<file path="config.mk">
export PLATFORM = sky130hd
export DESIGN_NAME = trcc_top
export DESIGN_NICKNAME = d
export VERILOG_FILES = /design/src/trcc_top.v /design/src/trcc_cap_chan.v
export VERILOG_INCLUDE_DIRS = /design/src /design/src/common
export SDC_FILE = /design/constraint.sdc
export NUM_CORES = 1
export LEC_CHECK = 0
export CORE_AREA = 3 3 124 138
export DETAILED_ROUTE_END_ITERATION = 10
export DIE_AREA = 0 0 127 141
export DONT_BUFFER_PORTS = 1
export PLACE_DENSITY = 0.78
export SLEW_MARGIN = 20
export SYNTH_ARGS = -nofsm -noshare
export SYNTH_HDL_FRONTEND = slang
export SYNTH_SLANG_ARGS = --single-unit
export TNS_END_PERCENT = 1
</file>
<file path="constraint.sdc">
create_clock -name i_ref_clk -period 7.85 [get_ports i_ref_clk]
set_input_delay 1.1775 -clock i_ref_clk [delete_from_list [all_inputs] [get_ports i_ref_clk]]
set_output_delay 1.1775 -clock i_ref_clk [all_outputs]
set_load 0.005 [all_outputs]
</file>
<file path="src/common/trcc_consts.vh">
/*
  register indices, field positions, reset values and counts for the
  16-bit reload/compare timer with three-channel input capture.
  assumes: included by bare name; each index maps to byte address 4*index.
*/
`ifndef TRCC_CONSTS_VH
`define TRCC_CONSTS_VH

// ----------------------------------------------------------------------
// register indices
// ----------------------------------------------------------------------
`define TRCC_IDX_CAP_CTRL 8'h92
`define TRCC_IDX_CAP_EDGE 8'h93
`define TRCC_IDX_CAP_FILT 8'h94
`define TRCC_IDX_TMR_CTRL 8'hC8
`define TRCC_IDX_TMR_MODE 8'hC9
`define TRCC_IDX_RC_LOW 8'hCA
`define TRCC_IDX_RC_HIGH 8'hCB
`define TRCC_IDX_CNT_LOW 8'hCC
`define TRCC_IDX_CNT_HIGH 8'hCD
`define TRCC_IDX_IRQ_EN 8'hD0
`define TRCC_IDX_CAP0_LOW 8'hE4
`define TRCC_IDX_CAP0_HIGH 8'hE5
`define TRCC_IDX_CAP1_LOW 8'hE6
`define TRCC_IDX_CAP1_HIGH 8'hE7
`define TRCC_IDX_CAP2_LOW 8'hED
`define TRCC_IDX_CAP2_HIGH 8'hEE
`define TRCC_IDX_PINSEL_A 8'hF1
`define TRCC_IDX_PINSEL_B 8'hF2

// ----------------------------------------------------------------------
// field positions
// ----------------------------------------------------------------------
`define TRCC_TC_FLAG 7
`define TRCC_TC_RUN 2
`define TRCC_TC_CMSEL 0
`define TRCC_TM_RELOAD_ENABLE 7
`define TRCC_TM_DIV_HI 6
`define TRCC_TM_DIV_LO 4
`define TRCC_TM_CAPCLR 3
`define TRCC_TM_CMPCLR 2
`define TRCC_TM_TRIG_HI 1
`define TRCC_TM_TRIG_LO 0
`define TRCC_CC_EN_LO 4
`define TRCC_CF_EN_LO 4
`define TRCC_IE_CAP 2
`define TRCC_IE_GLOBAL 7

// ----------------------------------------------------------------------
// encodings, reset values, counts
// ----------------------------------------------------------------------
`define TRCC_EDGE_FALL 2'h0
`define TRCC_EDGE_RISE 2'h1
`define TRCC_EDGE_BOTH 2'h2
`define TRCC_TRIG_OVF 2'h0
`define TRCC_RST_BYTE 8'h00
`define TRCC_RST_WORD 16'h0000
`define TRCC_CNT_MAX 16'hFFFF
`define TRCC_FILT_CYCLES 4
`define TRCC_NUM_PINS 9

`endif

</file>
<file path="src/trcc_top.v">
/*
  16-bit up-counting timer with shared reload/compare pair and a
  three-channel input capture unit, reached over classic wishbone.
  assumes: one clock, pins synchronous-safe via per-channel synchronisers,
  the interrupt controller outside consumes o_cap_irq and o_ovf_flag.
*/
`timescale 1ns/1ps
`include "trcc_consts.vh"

module trcc_top #(
  parameter ADR_W = 10,
  parameter NUM_PINS = `TRCC_NUM_PINS
) (
  input wire i_ref_clk,
  input wire i_rstn,
  input wire i_wb_cyc,
  input wire i_wb_stb,
  input wire i_wb_we,
  input wire [ADR_W-1:0] i_wb_adr,
  input wire [3:0] i_wb_sel,
  input wire [31:0] i_wb_dat,
  output wire [31:0] o_wb_dat,
  output wire o_wb_ack,
  input wire [NUM_PINS-1:0] i_cap_pins,
  output wire o_cap_irq,
  output wire o_ovf_flag
);

  // ----------------------------------------------------------------------
  // functions
  // ----------------------------------------------------------------------
  // terminal prescale count for each divider code
  function [8:0] div_term;
    input [2:0] code;
    begin
      case (code)
        3'h0: div_term = 9'h000;
        3'h1: div_term = 9'h003;
        3'h2: div_term = 9'h00F;
        3'h3: div_term = 9'h01F;
        3'h4: div_term = 9'h03F;
        3'h5: div_term = 9'h07F;
        3'h6: div_term = 9'h0FF;
        default: div_term = 9'h1FF;
      endcase
    end
  endfunction

  // pin multiplexer; unknown codes fall back to pin 0
  function pin_pick;
    input [NUM_PINS-1:0] pins;
    input [3:0] code;
    begin
      if (code < NUM_PINS)
        pin_pick = pins[code];
      else
        pin_pick = pins[0];
    end
  endfunction

  // ----------------------------------------------------------------------
  // registers
  // ----------------------------------------------------------------------
  reg ack_ff;
  reg [7:0] rdat_ff;
  reg [7:0] nxt_rdat;
  reg flag_ff;
  reg run_ff;
  reg cmsel_ff;
  reg [7:0] mode_ff;
  reg [7:0] rc_low_ff;
  reg [7:0] rc_high_ff;
  reg [15:0] cnt_ff;
  reg [15:0] nxt_cnt;
  reg [8:0] pre_ff;
  reg [2:0] cap_en_ff;
  reg [2:0] cap_flag_ff;
  reg [5:0] edge_sel_ff;
  reg [2:0] filt_en_ff;
  reg [7:0] pinsel_a_ff;
  reg [3:0] pinsel_b_ff;
  reg ie_cap_ff;
  reg ie_glob_ff;
  reg irq_ff;
  reg [15:0] res0_ff;
  reg [15:0] res1_ff;
  reg [15:0] res2_ff;

  wire [7:0] idx = i_wb_adr[9:2];
  wire req = i_wb_cyc & i_wb_stb;
  wire wr = req & i_wb_we & ack_ff & i_wb_sel[0];
  wire [7:0] wd = i_wb_dat[7:0];
  wire [15:0] rc = {rc_high_ff, rc_low_ff};
  wire reload_enable = mode_ff[`TRCC_TM_RELOAD_ENABLE];
  wire [2:0] div_code = mode_ff[`TRCC_TM_DIV_HI:`TRCC_TM_DIV_LO];
  wire capclr = mode_ff[`TRCC_TM_CAPCLR];
  wire cmpclr = mode_ff[`TRCC_TM_CMPCLR];
  wire [1:0] trig = mode_ff[`TRCC_TM_TRIG_HI:`TRCC_TM_TRIG_LO];
  wire [2:0] cap_evt;
  wire [2:0] cap_pin;

  // ----------------------------------------------------------------------
  // wishbone slave
  // ----------------------------------------------------------------------
  // ack one cycle after the request; writes land on the ack edge
  always @(posedge i_ref_clk or negedge i_rstn)
  begin
    if (!i_rstn)
    begin
      ack_ff <= 1'b0;
      rdat_ff <= `TRCC_RST_BYTE;
    end
    else
    begin
      ack_ff <= req & ~ack_ff;
      if (req & ~ack_ff)
        rdat_ff <= nxt_rdat;
    end
  end

  assign o_wb_ack = ack_ff;
  assign o_wb_dat = {24'h000000, rdat_ff};

  // read decode; unmapped indices and reserved bits read zero
  always @*
  begin
    nxt_rdat = 8'h00;
    if (idx == `TRCC_IDX_TMR_CTRL)
      nxt_rdat = {flag_ff, 4'h0, run_ff, 1'b0, cmsel_ff};
    else if (idx == `TRCC_IDX_TMR_MODE)
      nxt_rdat = mode_ff;
    else if (idx == `TRCC_IDX_RC_LOW)
      nxt_rdat = rc_low_ff;
    else if (idx == `TRCC_IDX_RC_HIGH)
      nxt_rdat = rc_high_ff;
    else if (idx == `TRCC_IDX_CNT_LOW)
      nxt_rdat = cnt_ff[7:0];
    else if (idx == `TRCC_IDX_CNT_HIGH)
      nxt_rdat = cnt_ff[15:8];
    else if (idx == `TRCC_IDX_CAP_CTRL)
      nxt_rdat = {1'b0, cap_en_ff, 1'b0, cap_flag_ff};
    else if (idx == `TRCC_IDX_CAP_EDGE)
      nxt_rdat = {2'h0, edge_sel_ff};
    else if (idx == `TRCC_IDX_CAP_FILT)
      nxt_rdat = {1'b0, filt_en_ff, 4'h0};
    else if (idx == `TRCC_IDX_PINSEL_A)
      nxt_rdat = pinsel_a_ff;
    else if (idx == `TRCC_IDX_PINSEL_B)
      nxt_rdat = {4'h0, pinsel_b_ff};
    else if (idx == `TRCC_IDX_IRQ_EN)
      nxt_rdat = {ie_glob_ff, 4'h0, ie_cap_ff, 2'h0};
    else if (idx == `TRCC_IDX_CAP0_LOW)
      nxt_rdat = res0_ff[7:0];
    else if (idx == `TRCC_IDX_CAP0_HIGH)
      nxt_rdat = res0_ff[15:8];
    else if (idx == `TRCC_IDX_CAP1_LOW)
      nxt_rdat = res1_ff[7:0];
    else if (idx == `TRCC_IDX_CAP1_HIGH)
      nxt_rdat = res1_ff[15:8];
    else if (idx == `TRCC_IDX_CAP2_LOW)
      nxt_rdat = res2_ff[7:0];
    else if (idx == `TRCC_IDX_CAP2_HIGH)
      nxt_rdat = res2_ff[15:8];
  end

  // ----------------------------------------------------------------------
  // configuration registers
  // ----------------------------------------------------------------------
  always @(posedge i_ref_clk or negedge i_rstn)
  begin
    if (!i_rstn)
    begin
      run_ff <= 1'b0;
      cmsel_ff <= 1'b0;
      mode_ff <= `TRCC_RST_BYTE;
      rc_low_ff <= `TRCC_RST_BYTE;
      rc_high_ff <= `TRCC_RST_BYTE;
      cap_en_ff <= 3'h0;
      edge_sel_ff <= 6'h00;
      filt_en_ff <= 3'h0;
      pinsel_a_ff <= `TRCC_RST_BYTE;
      pinsel_b_ff <= 4'h0;
      ie_cap_ff <= 1'b0;
      ie_glob_ff <= 1'b0;
    end
    else if (wr)
    begin
      if (idx == `TRCC_IDX_TMR_CTRL)
      begin
        run_ff <= wd[`TRCC_TC_RUN];
        cmsel_ff <= wd[`TRCC_TC_CMSEL];
      end
      else if (idx == `TRCC_IDX_TMR_MODE)
        mode_ff <= wd;
      else if (idx == `TRCC_IDX_RC_LOW)
        rc_low_ff <= wd;
      else if (idx == `TRCC_IDX_RC_HIGH)
        rc_high_ff <= wd;
      else if (idx == `TRCC_IDX_CAP_CTRL)
        cap_en_ff <= wd[`TRCC_CC_EN_LO+2:`TRCC_CC_EN_LO];
      else if (idx == `TRCC_IDX_CAP_EDGE)
        edge_sel_ff <= wd[5:0];
      else if (idx == `TRCC_IDX_CAP_FILT)
        filt_en_ff <= wd[`TRCC_CF_EN_LO+2:`TRCC_CF_EN_LO];
      else if (idx == `TRCC_IDX_PINSEL_A)
        pinsel_a_ff <= wd;
      else if (idx == `TRCC_IDX_PINSEL_B)
        pinsel_b_ff <= wd[3:0];
      else if (idx == `TRCC_IDX_IRQ_EN)
      begin
        ie_cap_ff <= wd[`TRCC_IE_CAP];
        ie_glob_ff <= wd[`TRCC_IE_GLOBAL];
      end
    end
  end

  // ----------------------------------------------------------------------
  // capture channels
  // ----------------------------------------------------------------------
  assign cap_pin[0] = pin_pick(i_cap_pins, pinsel_a_ff[3:0]);
  assign cap_pin[1] = pin_pick(i_cap_pins, pinsel_a_ff[7:4]);
  assign cap_pin[2] = pin_pick(i_cap_pins, pinsel_b_ff);

  genvar gi;
  generate
    for (gi = 0; gi < 3; gi = gi + 1)
    begin : g_chan
      trcc_cap_chan #(
        .FILT_CYCLES(`TRCC_FILT_CYCLES)
      ) u_chan (
        .i_ref_clk(i_ref_clk),
        .i_rstn(i_rstn),
        .i_pin(cap_pin[gi]),
        .i_enable(cap_en_ff[gi]),
        .i_filt_en(filt_en_ff[gi]),
        .i_edge_sel(edge_sel_ff[2*gi+1:2*gi]),
        .o_evt(cap_evt[gi])
      );
    end
  endgenerate

  // ----------------------------------------------------------------------
  // prescaler and counter events
  // ----------------------------------------------------------------------
  // prescale restarts while stopped so the first tick after run is clean
  wire tick = run_ff & (pre_ff >= div_term(div_code));
  wire ovf = tick & (cnt_ff == `TRCC_CNT_MAX);
  wire match = cmsel_ff & tick & (cnt_ff == rc);
  wire any_cap = |cap_evt;
  wire trig_cap = (trig != `TRCC_TRIG_OVF) & cap_evt[trig - 2'h1];

  always @(posedge i_ref_clk or negedge i_rstn)
  begin
    if (!i_rstn)
      pre_ff <= 9'h000;
    else if (!run_ff || tick)
      pre_ff <= 9'h000;
    else
      pre_ff <= pre_ff + 9'h001;
  end

  // later assignments override earlier ones, so clears and reloads beat
  // the increment; a bus byte write beats everything
  always @*
  begin
    nxt_cnt = cnt_ff;
    if (tick)
      nxt_cnt = cnt_ff + 16'h0001;
    if (!cmsel_ff && reload_enable && trig == `TRCC_TRIG_OVF && ovf)
      nxt_cnt = rc;
    if (cmsel_ff && cmpclr && match)
      nxt_cnt = `TRCC_RST_WORD;
    if (!cmsel_ff && capclr && any_cap)
      nxt_cnt = `TRCC_RST_WORD;
    else if (!cmsel_ff && reload_enable && trig_cap)
      nxt_cnt = rc;
    if (wr && idx == `TRCC_IDX_CNT_LOW)
      nxt_cnt[7:0] = wd;
    if (wr && idx == `TRCC_IDX_CNT_HIGH)
      nxt_cnt[15:8] = wd;
  end

  always @(posedge i_ref_clk or negedge i_rstn)
  begin
    if (!i_rstn)
      cnt_ff <= `TRCC_RST_WORD;
    else
      cnt_ff <= nxt_cnt;
  end

  // ----------------------------------------------------------------------
  // flags and capture results
  // ----------------------------------------------------------------------
  // a hardware set in the same cycle as a software clear wins
  always @(posedge i_ref_clk or negedge i_rstn)
  begin
    if (!i_rstn)
    begin
      flag_ff <= 1'b0;
      cap_flag_ff <= 3'h0;
    end
    else
    begin
      flag_ff <= ((wr && idx == `TRCC_IDX_TMR_CTRL) ? wd[`TRCC_TC_FLAG] : flag_ff)
        | ovf | match;
      cap_flag_ff <= ((wr && idx == `TRCC_IDX_CAP_CTRL) ? wd[2:0] : cap_flag_ff)
        | cap_evt;
    end
  end

  // results take the count before any clear lands in the same cycle
  always @(posedge i_ref_clk or negedge i_rstn)
  begin
    if (!i_rstn)
    begin
      res0_ff <= `TRCC_RST_WORD;
      res1_ff <= `TRCC_RST_WORD;
      res2_ff <= `TRCC_RST_WORD;
    end
    else
    begin
      if (cap_evt[0])
        res0_ff <= cnt_ff;
      else if (wr && idx == `TRCC_IDX_CAP0_LOW)
        res0_ff[7:0] <= wd;
      else if (wr && idx == `TRCC_IDX_CAP0_HIGH)
        res0_ff[15:8] <= wd;
      if (cap_evt[1])
        res1_ff <= cnt_ff;
      else if (wr && idx == `TRCC_IDX_CAP1_LOW)
        res1_ff[7:0] <= wd;
      else if (wr && idx == `TRCC_IDX_CAP1_HIGH)
        res1_ff[15:8] <= wd;
      if (cap_evt[2])
        res2_ff <= cnt_ff;
      else if (wr && idx == `TRCC_IDX_CAP2_LOW)
        res2_ff[7:0] <= wd;
      else if (wr && idx == `TRCC_IDX_CAP2_HIGH)
        res2_ff[15:8] <= wd;
    end
  end

  // ----------------------------------------------------------------------
  // interrupt request
  // ----------------------------------------------------------------------
  always @(posedge i_ref_clk or negedge i_rstn)
  begin
    if (!i_rstn)
      irq_ff <= 1'b0;
    else
      irq_ff <= (|cap_flag_ff) & ie_cap_ff & ie_glob_ff;
  end

  assign o_cap_irq = irq_ff;
  assign o_ovf_flag = flag_ff;

endmodule

</file>
<file path="src/trcc_cap_chan.v">
/*
  one input capture channel: two-flop synchroniser, optional glitch
  filter and edge qualifier; emits a one-cycle registered event.
  assumes: the pin has already been selected by the caller's multiplexer.
*/
`timescale 1ns/1ps
`include "trcc_consts.vh"

module trcc_cap_chan #(
  parameter FILT_CYCLES = `TRCC_FILT_CYCLES
) (
  input wire i_ref_clk,
  input wire i_rstn,
  input wire i_pin,
  input wire i_enable,
  input wire i_filt_en,
  input wire [1:0] i_edge_sel,
  output wire o_evt
);

  reg sync1_ff;
  reg sync2_ff;
  reg filt_ff;
  reg prev_ff;
  reg [2:0] stab_ff;
  reg evt_ff;
  reg nxt_evt;

  // ----------------------------------------------------------------------
  // synchroniser and filter
  // ----------------------------------------------------------------------
  // the first stage feeds only the second stage
  always @(posedge i_ref_clk or negedge i_rstn)
  begin
    if (!i_rstn)
    begin
      sync1_ff <= 1'b0;
      sync2_ff <= 1'b0;
      filt_ff <= 1'b0;
      prev_ff <= 1'b0;
      stab_ff <= 3'h0;
    end
    else
    begin
      sync1_ff <= i_pin;
      sync2_ff <= sync1_ff;
      prev_ff <= filt_ff;
      // a new level is accepted only once it has held for the full count
      if (!i_filt_en)
      begin
        filt_ff <= sync2_ff;
        stab_ff <= 3'h0;
      end
      else if (sync2_ff != filt_ff)
      begin
        if (stab_ff == FILT_CYCLES[2:0] - 3'h1)
        begin
          filt_ff <= sync2_ff;
          stab_ff <= 3'h0;
        end
        else
          stab_ff <= stab_ff + 3'h1;
      end
      else
        stab_ff <= 3'h0;
    end
  end

  // ----------------------------------------------------------------------
  // edge qualifier
  // ----------------------------------------------------------------------
  // reserved encoding never fires, so a stray config cannot capture
  always @*
  begin
    nxt_evt = 1'b0;
    case (i_edge_sel)
      `TRCC_EDGE_FALL: nxt_evt = prev_ff & ~filt_ff;
      `TRCC_EDGE_RISE: nxt_evt = ~prev_ff & filt_ff;
      `TRCC_EDGE_BOTH: nxt_evt = prev_ff ^ filt_ff;
      default: nxt_evt = 1'b0;
    endcase
    nxt_evt = nxt_evt & i_enable;
  end

  always @(posedge i_ref_clk or negedge i_rstn)
  begin
    if (!i_rstn)
      evt_ff <= 1'b0;
    else
      evt_ff <= nxt_evt;
  end

  assign o_evt = evt_ff;

endmodule

</file>
==> impl_metrics.csv, run 1 <==
group,metric,value,unit
outcome,status,"complete, no violations",
clock_network,cts_buffers,17,
sta,skew,0.0126,ns
cells_and_area,syn_to_final_growth,4.92,%
yosys,syn_area_per_cell,9.26,µm²
power,p_per_area,179,nW/µm²
route,viasPerCell,6.77,
yosys,yosys-top-cells-area,"dfrtp_1, mux2i_1, mux2_2",
sta,finalWorstPathRequiredPeriod,3.40,ns
critical_path,critPathRequiredTime,8.17,ns
clock_network,post_cts_buffers,0,
yosys,synth-seq-area-share,40.2,%
critical_path,critical-path-slowest-cell,"nor2_1",
floorplan,die_x,127,µm
route,vias,8540,
cells_and_area,n_antenna_cell,0,
sta,finalCritPeriodShare,43.3,%
power,p_switching,0.441,mW
sta,maxSlewHeadroom,20.6,%
clock_network,cts_buffer_depth,2,
power,leakagePower,4.38,nW
floorplan,start_util,64.5,%
global_routing,grt_max_degree,164,
route,firstDrtPassIters,6,
yosys,synth.distinct_cells,83,
flow_run,cap_violations,0,
critical_path,reg2reg_from,"o_wb_ack$_DFF_PN0_",
clock_network,ctsResizeCount,0,
hold_path,worst_hold_startpoint,"g_chan[0].u_chan.sync1_ff$_DFF_PN0_",
yosys,ys_ff_latch,163,
hold_path,whs_path_depth,0,
clock_network,cts_hold_buf,0,
cells_and_area,final_area,10700,µm²
critical_path,r2r_end,"cnt_ff[14]$_DFFE_PN0P_",
critical_path,max_stage_delay,0.94,ns
yosys,synth_area,10200,µm²
yosys,netlist.area_leader.share,40.2,%
global_routing,grtUsageTotal,33.2,%
route,drc,0,
sta,slew_violations,0,
power,p_comb_share,6.1,%
critical_path,cp_max_fo,12,
cells_and_area,finalNetCount,1129,
global_routing,grt_pass1_wl,45.8,mm
route,drt_iter0_drc,1194,
critical_path,path_cells,"and3_1 -> nand3_1 -> nor2_1 -> nor2_1 -> a32o_1 -> a31oi_1 -> nand3_1",
place,dpl.hpwl,19.9,mm
route,postRouteWirelength,29.3,mm
critical_path,criticalPathCategory,"primary input to register",
sta,finalSetupViolations,0,
floorplan,dieArea,17900,µm²
place,portBuffers,0,
cells_and_area,drive_gt1_share,11.3,%
sta,clock.fmax,295,MHz
global_routing,first_global_vias,8049,
critical_path,endpoint_kind,"register",
yosys,yosys_warnings,0,
cells_and_area,n_fill_cell,1219,
critical_path,r2r_slack,4.78,ns
sta,rsz0062_at_grt,"no",
power,p_int,1.46,mW
yosys,syn-instance-count,1096,
critical_path,startpoint,"i_wb_sel[0]",
power,vdd_drop_max,0.000161,V
route,ant_nets,0,
floorplan,ios,95,
hold_path,hold-path-endpoint,"g_chan[0].u_chan.sync2_ff$_DFF_PN0_",
clock_network,cts_root_buf,"clkbuf_16",
power,swShare,23.2,%
yosys,ys.flop_type,"dfrtp_1",
critical_path,cp_top_family,"simple AND/OR/NAND/NOR gates",
floorplan,num_rows,48,
hold_path,hp-class,"register to register",
sta,setup_tns,0,ns
power,clkPwrFrac,47.0,%
route,routedWlPerCell,23.2,µm
place,dpl_cell_area,10000,µm²
critical_path,reg2regPathDepth,7,
critical_path,cp_num_buf_inv,0,
yosys,synthArstFlopShare,100,%
cells_and_area,utilization,67.7,%
clock_network,path_clk_slew,0.06,ns
floorplan,die_y,141,µm
global_routing,grt.overflow.total,0,
clock_network,clock-sinks,163,
sta,worst_pin_slew,1.19,ns
critical_path,cp.arrival,3.71,ns
clock_network,cts_tree,"built",
cells_and_area,final_common_cell,"dfrtp_1",
place,gp_congestion,0.963,
cells_and_area,layout_common_cells,"dfrtp_1, nand2_1, o21ai_0, nor2_1, mux2i_1",
yosys,yosys.area.top_type,"dfrtp_1",
clock_network,htreeDepth,4,
power,seqPwrFrac,46.9,%
sta,hold_viol,0,
clock_network,clk_latency,0.45,ns
critical_path,startpoint_type,"primary input",
floorplan,coreArea,15700,µm²
global_routing,antenna_found_initial,0,
yosys,synth_edf_count,0,
[area by class of cell]
class / count / area (µm²) / area share (%)
inverter: 29 / 109 / 1.02
sequential: 163 / 4080 / 38.3
clock buffer: 20 / 447 / 4.19
multi-input combinational: 833 / 5560 / 52.2
clock inverter: 12 / 178 / 1.67
tap: 200 / 250 / 2.35
timing repair buffer: 4 / 30.0 / 0.282
[synthesized netlist by cell type, drive strengths merged, types with 3 or more instances]
| master | n |
|---|---|
| a2111oi | 3 |
| a211o | 5 |
| a211oi | 7 |
| a21o | 4 |
| a21oi | 58 |
| a221oi | 10 |
| a222oi | 5 |
| a22oi | 5 |
| a31oi | 9 |
| and2 | 7 |
| and3 | 11 |
| and4 | 6 |
| buf | 54 |
| clkbuf | 40 |
| dfrtp | 163 |
| ha | 21 |
| inv | 28 |
| mux2 | 49 |
| mux2i | 62 |
| mux4 | 7 |
| nand2 | 133 |
| nand2b | 10 |
| nand3 | 33 |
| nand4 | 12 |
| nor2 | 70 |
| nor2b | 15 |
| nor3 | 37 |
| nor3b | 4 |
| nor4 | 7 |
| o211ai | 6 |
| o21ai | 111 |
| o221ai | 6 |
| o22a | 3 |
| o22ai | 8 |
| o311ai | 3 |
| o31ai | 7 |
| or2 | 4 |
| or3 | 6 |
| xnor2 | 19 |
| xor2 | 13 |
[flip-flops by register name, summed over array words and instances, names as in the netlist, 4 cells and up]
name                   cells
cnt_ff                    16
edge_sel_ff                6
g_chan.u_chan.stab_ff      9
mode_ff                    8
pinsel_a_ff                8
pinsel_b_ff                4
pre_ff                     9
rc_high_ff                 8
rc_low_ff                  8
rdat_ff                    8
res0_ff                   16
res1_ff                   16
res2_ff                   16
[metal layers]
metal	global-route usage, %	part of all wire, %	vias to the layer above
met4	16.9	5.6	0
met1	43.5	38	4016
met3	9.62	12	133
met2	50.3	45	556
met5	0	0	-
li1	-	-	3835
[cells by family after synthesis]
family	after synthesis	share of synthesized area, %
flops	163	40.2
buf+inv	123	5.92
fa+ha+maj	21	2.59
simple gates	366	18.5
mux	118	13.1
other cells	1	0.0369
compound gates	272	16.9
xor+xnor	32	2.76
[stage by stage]
stage / hold slack [ns] / instances / setup slack (ns) / power, mW
finish: 0.347 / 1261 / 4.45 / 1.90
global route: 0.355 / 1261 / 4.30 / 1.97
CTS: 0.349 / 1261 / 4.52 / 1.91
detailed placement: 0.335 / 1229 / 4.03 / 1.02
global placement: 0.335 / 1229 / 4.09 / 1.02
floorplan: 0.331 / 1119 / 4.97 / 1.02
[power groups by stage]
stage | combinational, mW | clock (mW) | sequential (mW)
floorplan | 0.116 | 0 | 0.900
global placement | 0.111 | 0 | 0.907
detailed placement | 0.115 | 0 | 0.908
CTS | 0.117 | 0.898 | 0.893
global route | 0.138 | 0.939 | 0.896
finish | 0.117 | 0.895 | 0.892
[worst max path at each step]
stage | cells past startpoint | slack [ns] | to
CTS | 7 | 4.52 | cnt_ff[14]$_DFFE_PN0P_
finish | 7 | 4.45 | cnt_ff[14]$_DFFE_PN0P_
global placement | 7 | 4.09 | cnt_ff[14]$_DFFE_PN0P_
global route | 7 | 4.30 | cnt_ff[14]$_DFFE_PN0P_
detailed placement | 7 | 4.03 | cnt_ff[14]$_DFFE_PN0P_
floorplan | 6 | 4.97 | pinsel_a_ff[0]$_DFFE_PN0P_
(Power assumes the default switching activity.)
==> inputs of run 2 (changes only) <==
Clock period 7.85 ns to 3.2 ns, I/O delays scaled along.
==> impl_metrics.csv, run 2 (synthesis results as in run 1) <==
group,metric,value,unit
sta,finalWorstPathRequiredPeriod,2.87,ns
sta,finalWorstSetupSlack,0.334,ns
sta,slew_violations,0,
critical_path,endpoint_kind,"register",
cells_and_area,drive_gt1_share,13.5,%
sta,skew,0.0103,ns
route,postRouteWirelength,30.5,mm
route,drc,0,
sta,clock.fmax,349,MHz
place,post-place-ws,0.254,ns
power,p_per_area,436,nW/µm²
route,wl_met2,13.6,mm
floorplan,dieArea,17900,µm²
route,wl_met3,3.55,mm
floorplan,ios,95,
route,routedWlPerCell,23.8,µm
global_routing,grt_max_degree,164,
critical_path,cp_max_fo,9,
clock_network,clock-sinks,163,
place,dpl.hpwl,20.5,mm
power,clkPwrFrac,47.6,%
floorplan,die_x,127,µm
power,seqPwrFrac,46.2,%
critical_path,criticalPathCategory,"register to register",
route,firstDrtPassIters,6,
route,drt_iter0_drc,1215,
sta,finalSetupViolations,0,
clock_network,cts_tree,"built",
sta,setup_tns,0,ns
outcome,status,"complete, but fails checks",
route,ant_nets,0,
outcome,violations,"negative hold slack",
global_routing,first_global_vias,8505,
sta,finalCritPeriodShare,89.6,%
route,highest_layer,"met5",
global_routing,grtUsageTotal,34.6,%
clock_network,path_clk_slew,0.07,ns
sta,hold_viol,163,
power,swShare,23.5,%
place,portBuffers,0,
critical_path,cp.arrival,3.17,ns
route,wl_met1,11.3,mm
global_routing,grt_pass1_wl,47.8,mm
clock_network,clk_latency,0.44,ns
clock_network,cts_buffers,17,
power,p_switching,1.11,mW
cells_and_area,final_common_cell,"dfrtp_1",
cells_and_area,syn_to_final_growth,6.98,%
sta,rsz0062_at_grt,"no",
route,viasPerCell,6.89,
power,p_int,3.62,mW
clock_network,cts_root_buf,"clkbuf_16",
sta,maxSlewHeadroom,46.3,%
route,vias,8848,
place,gp_congestion,1.00,
floorplan,coreArea,15700,µm²
sta,worst_pin_slew,0.800,ns
floorplan,die_y,141,µm
global_routing,antenna_found_initial,1,
sta,whs,-0.268,ns
hold_path,hp-class,"primary input to asynchronous set/reset pin",
cells_and_area,n_fill_cell,1249,
cells_and_area,n_antenna_cell,0,
clock_network,cts_buffer_depth,2,
critical_path,r2r_slack,0.33,ns
cells_and_area,finalNetCount,1153,
cells_and_area,layout_common_cells,"dfrtp_1, nand2_1, o21ai_0, nor2_1, mux2i_1",
power,vdd_drop_max,0.000374,V
critical_path,startpoint_type,"register",
cells_and_area,utilization,69.0,%
global_routing,grt.overflow.total,0,
floorplan,num_rows,48,
clock_network,htreeDepth,4,
power,p_comb_share,6.3,%
floorplan,start_util,64.5,%
power,leakagePower,4.51,nW
flow_run,cap_violations,0,
critical_path,critPathRequiredTime,3.50,ns
==> run 2: worst max-delay path, cell delays in order (launching register included) <==
cell and delay [ns]:
dfrtp_1 0.47, or3_1 0.40, ha_1 0.29, nor2b_1 0.04
o21ai_0 0.29, a21oi_2 0.19, nor2_1 0.36, nor2_1 0.19
a222oi_1 0.33, o311ai_1 0.16
==> run 2: power by group through the flow <==
stage | registers, mW | clock network [mW] | logic [mW]
2_1_floorplan | 2.21 | 0 | 0.284
3_3_place_gp | 2.22 | 0 | 0.281
3_5_place_dp | 2.22 | 0 | 0.290
4_1_cts | 2.19 | 2.26 | 0.296
5_1_grt | 2.19 | 2.36 | 0.344
6_report | 2.19 | 2.25 | 0.297
==> run 2: layout make-up <==
type                            instances  area [µm²]  area share (%)
Clock buffer                           19         453            4.17
Clock inverter                         13         196            1.81
Inverter                               29         109            1.00
Multi-Input combinational cell        833        5560            51.2
Sequential cell                       163        4080            37.6
Tap cell                              200         250            2.30
Timing Repair Buffer                   28         210            1.94
==> run 2: path summary, 6_finish.rpt <==
| path | start | endpoint | cells after the start |
|---|---|---|---|
| hold reg to reg | g_chan[1].u_chan.sync1_ff$_DFF_PN0_ | g_chan[1].u_chan.sync2_ff$_DFF_PN0_ | 0 |
| min in group i_ref_clk | i_wb_dat[1] | mode_ff[1]$_DFFE_PN0P_ | 2 |
| hold / removal | i_rstn | pre_ff[0]$_DFF_PN0_ | 0 |
| setup / recovery | mode_ff[5]$_DFFE_PN0P_ | cnt_ff[5]$_DFFE_PN0P_ | 9 |
| setup reg to reg | mode_ff[5]$_DFFE_PN0P_ | cnt_ff[5]$_DFFE_PN0P_ | 9 |
| max in group asynchronous | i_rstn | rc_high_ff[7]$_DFFE_PN0P_ | 0 |
==> run 2: per-layer routing <==
| layer | track usage (%) | up-vias |
|---|---|---|
| li1 | - | 3870 |
| met4 | 19.7 | 2 |
| met5 | 0 | - |
| met3 | 9.47 | 156 |
| met2 | 52.2 | 582 |
| met1 | 45.1 | 4238 |
==> run 2: through the flow <==
step,power (mW),instance area [µm²],cells
3_5_place_dp,2.51,10200,1253
5_1_grt,4.90,10900,1285
2_1_floorplan,2.49,10200,1119
4_1_cts,4.75,10900,1285
6_report,4.74,10900,1285
3_3_place_gp,2.50,10200,1253
==> run 2: timing repair <==
item	in CTS	in global routing
resized for setup	0	1
setup buffers	0	0
endpoints found under the setup margin	0	1
endpoints found under the hold margin	163	163
==> inputs of run 3 (changes only) <==
Settings changed: CTS_BUF_LIST set to sky130_fd_sc_hd__clkbuf_16.
==> impl_metrics.csv, run 3 (synthesis results as in run 1) <==
group,metric,value,unit
hold_path,hp-class,"primary input to asynchronous set/reset pin",
critical_path,cp_max_fo,9,
route,firstDrtPassIters,5,
route,routedWlPerCell,23.6,µm
sta,finalCritPeriodShare,90.1,%
floorplan,num_rows,48,
cells_and_area,utilization,68.9,%
sta,rsz0062_at_grt,"no",
sta,whs,-0.265,ns
place,post-place-ws,0.254,ns
power,totalPowerFinal,4.69,mW
clock_network,path_clk_slew,0.07,ns
sta,worst_pin_slew,0.796,ns
place,portBuffers,0,
floorplan,die_x,127,µm
global_routing,use_met1,45.4,%
power,p_per_area,433,nW/µm²
global_routing,grtUsageTotal,34.6,%
power,vdd_drop_max,0.000371,V
clock_network,cts_buffers,17,
flow_run,cap_violations,0,
route,drt_iter0_drc,1318,
sta,slew_violations,0,
critical_path,startpoint_type,"register",
sta,setup_tns,0,ns
sta,finalWorstPathRequiredPeriod,2.88,ns
sta,maxSlewHeadroom,46.5,%
clock_network,htreeDepth,4,
global_routing,grt_pass1_wl,47.8,mm
global_routing,antenna_found_initial,1,
global_routing,grtUsageMet3,9.09,%
critical_path,crit_top_cell,"nor2_1",
place,dpl.hpwl,20.5,mm
global_routing,grt_max_degree,164,
cells_and_area,final_area,10800,µm²
cells_and_area,layout_common_cells,"dfrtp_1, nand2_1, o21ai_0, nor2_1, mux2i_1",
sta,skew,0.00765,ns
cells_and_area,n_antenna_cell,0,
clock_network,clk_latency,0.44,ns
outcome,violations,"negative hold slack",
sta,finalSetupViolations,0,
clock_network,cts_root_buf,"clkbuf_16",
global_routing,first_global_vias,8468,
sta,clock.fmax,347,MHz
route,drc,0,
global_routing,busiest_layer,"met2",
floorplan,start_util,64.5,%
critical_path,cp.arrival,3.18,ns
outcome,status,"complete, but fails checks",
power,leakagePower,4.50,nW
critical_path,critical-path-slowest-cell,"dfrtp_1",
route,ant_nets,0,
sta,hold_viol,163,
critical_path,critPathRequiredTime,3.50,ns
critical_path,endpoint_kind,"register",
place,dpl_cell_area,10200,µm²
route,viasPerCell,6.90,
clock_network,clock-sinks,163,
cells_and_area,finalNetCount,1153,
critical_path,path_cells,"or3_1 -> ha_1 -> nor2b_1 -> o21ai_0 -> a21oi_2 -> nor2_1 -> nor2_1 -> a222oi_1 -> o311ai_1",
floorplan,dieArea,17900,µm²
cells_and_area,final_common_cell,"dfrtp_1",
critical_path,max_stage_delay,0.47,ns
place,gp_congestion,1.00,
floorplan,coreArea,15700,µm²
critical_path,criticalPathCategory,"register to register",
floorplan,ios,95,
route,postRouteWirelength,30.4,mm
cells_and_area,drive_gt1_share,13.4,%
floorplan,die_y,141,µm
clock_network,cts_buffer_depth,2,
cells_and_area,syn_to_final_growth,6.78,%
cells_and_area,layout.cells.non_filler,1285,
global_routing,grt.overflow.total,0,
clock_network,cts_tree,"built",
clock_network,post_cts_buffers,0,
place,placed_cells,1253,
global_routing,use_met2,52.3,%
route,vias,8865,
sta,finalWorstSetupSlack,0.317,ns
## run 3: where the power goes
part           internal (mW)  leakage, nW  switching, mW
Sequential              2.13         1.90         0.0537
Combinational          0.130         2.29          0.167
Clock                   1.31        0.305          0.892
## run 3: critical path: cells and delay by family (launching register included)
kind | cells | cell delay (ns)
fa+ha+maj | 1 | 0.29
compound gates | 4 | 0.97
simple gates | 4 | 1.02
flops | 1 | 0.47
## run 3: final cells by class
| type | instances | area, µm² |
|---|---|---|
| Clock buffer | 17 | 425 |
| Timing Repair Buffer | 28 | 210 |
| Multi-Input combinational cell | 833 | 5560 |
| Tap cell | 200 | 250 |
| Clock inverter | 15 | 204 |
| Sequential cell | 163 | 4080 |
| Inverter | 29 | 109 |
| Fill cell | 1255 | 4890 |
## run 3: path summary, 6_finish.rpt
| check | start | endpoint | slack, ns | depth (start not counted) |
|---|---|---|---|---|
| hold / removal | i_rstn | pre_ff[0]$_DFF_PN0_ | -0.26 | 0 |
| setup / recovery | mode_ff[5]$_DFFE_PN0P_ | cnt_ff[5]$_DFFE_PN0P_ | 0.32 | 9 |
| max in group asynchronous | i_rstn | res0_ff[8]$_DFFE_PN0P_ | 3.19 | 0 |
| hold reg to reg | g_chan[1].u_chan.sync1_ff$_DFF_PN0_ | g_chan[1].u_chan.sync2_ff$_DFF_PN0_ | 0.35 | 0 |
| min in group i_ref_clk | i_wb_dat[1] | rc_high_ff[1]$_DFFE_PN0P_ | 0.16 | 2 |
| setup reg to reg | mode_ff[5]$_DFFE_PN0P_ | cnt_ff[5]$_DFFE_PN0P_ | 0.32 | 9 |
## run 3: metal layers
| metal | routed length (µm) | vias to the layer above |
|---|---|---|
| met1 | 11300 | 4235 |
| met4 | 2070 | 2 |
| met3 | 3530 | 163 |
| met2 | 13500 | 587 |
| li1 | - | 3878 |
| met5 | 13 | - |
## run 3: what timing repair did
item | CTS | global route
gates resized for setup | 0 | 1
setup endpoints to repair | 0 | 1
hold endpoints to repair | 163 | 163
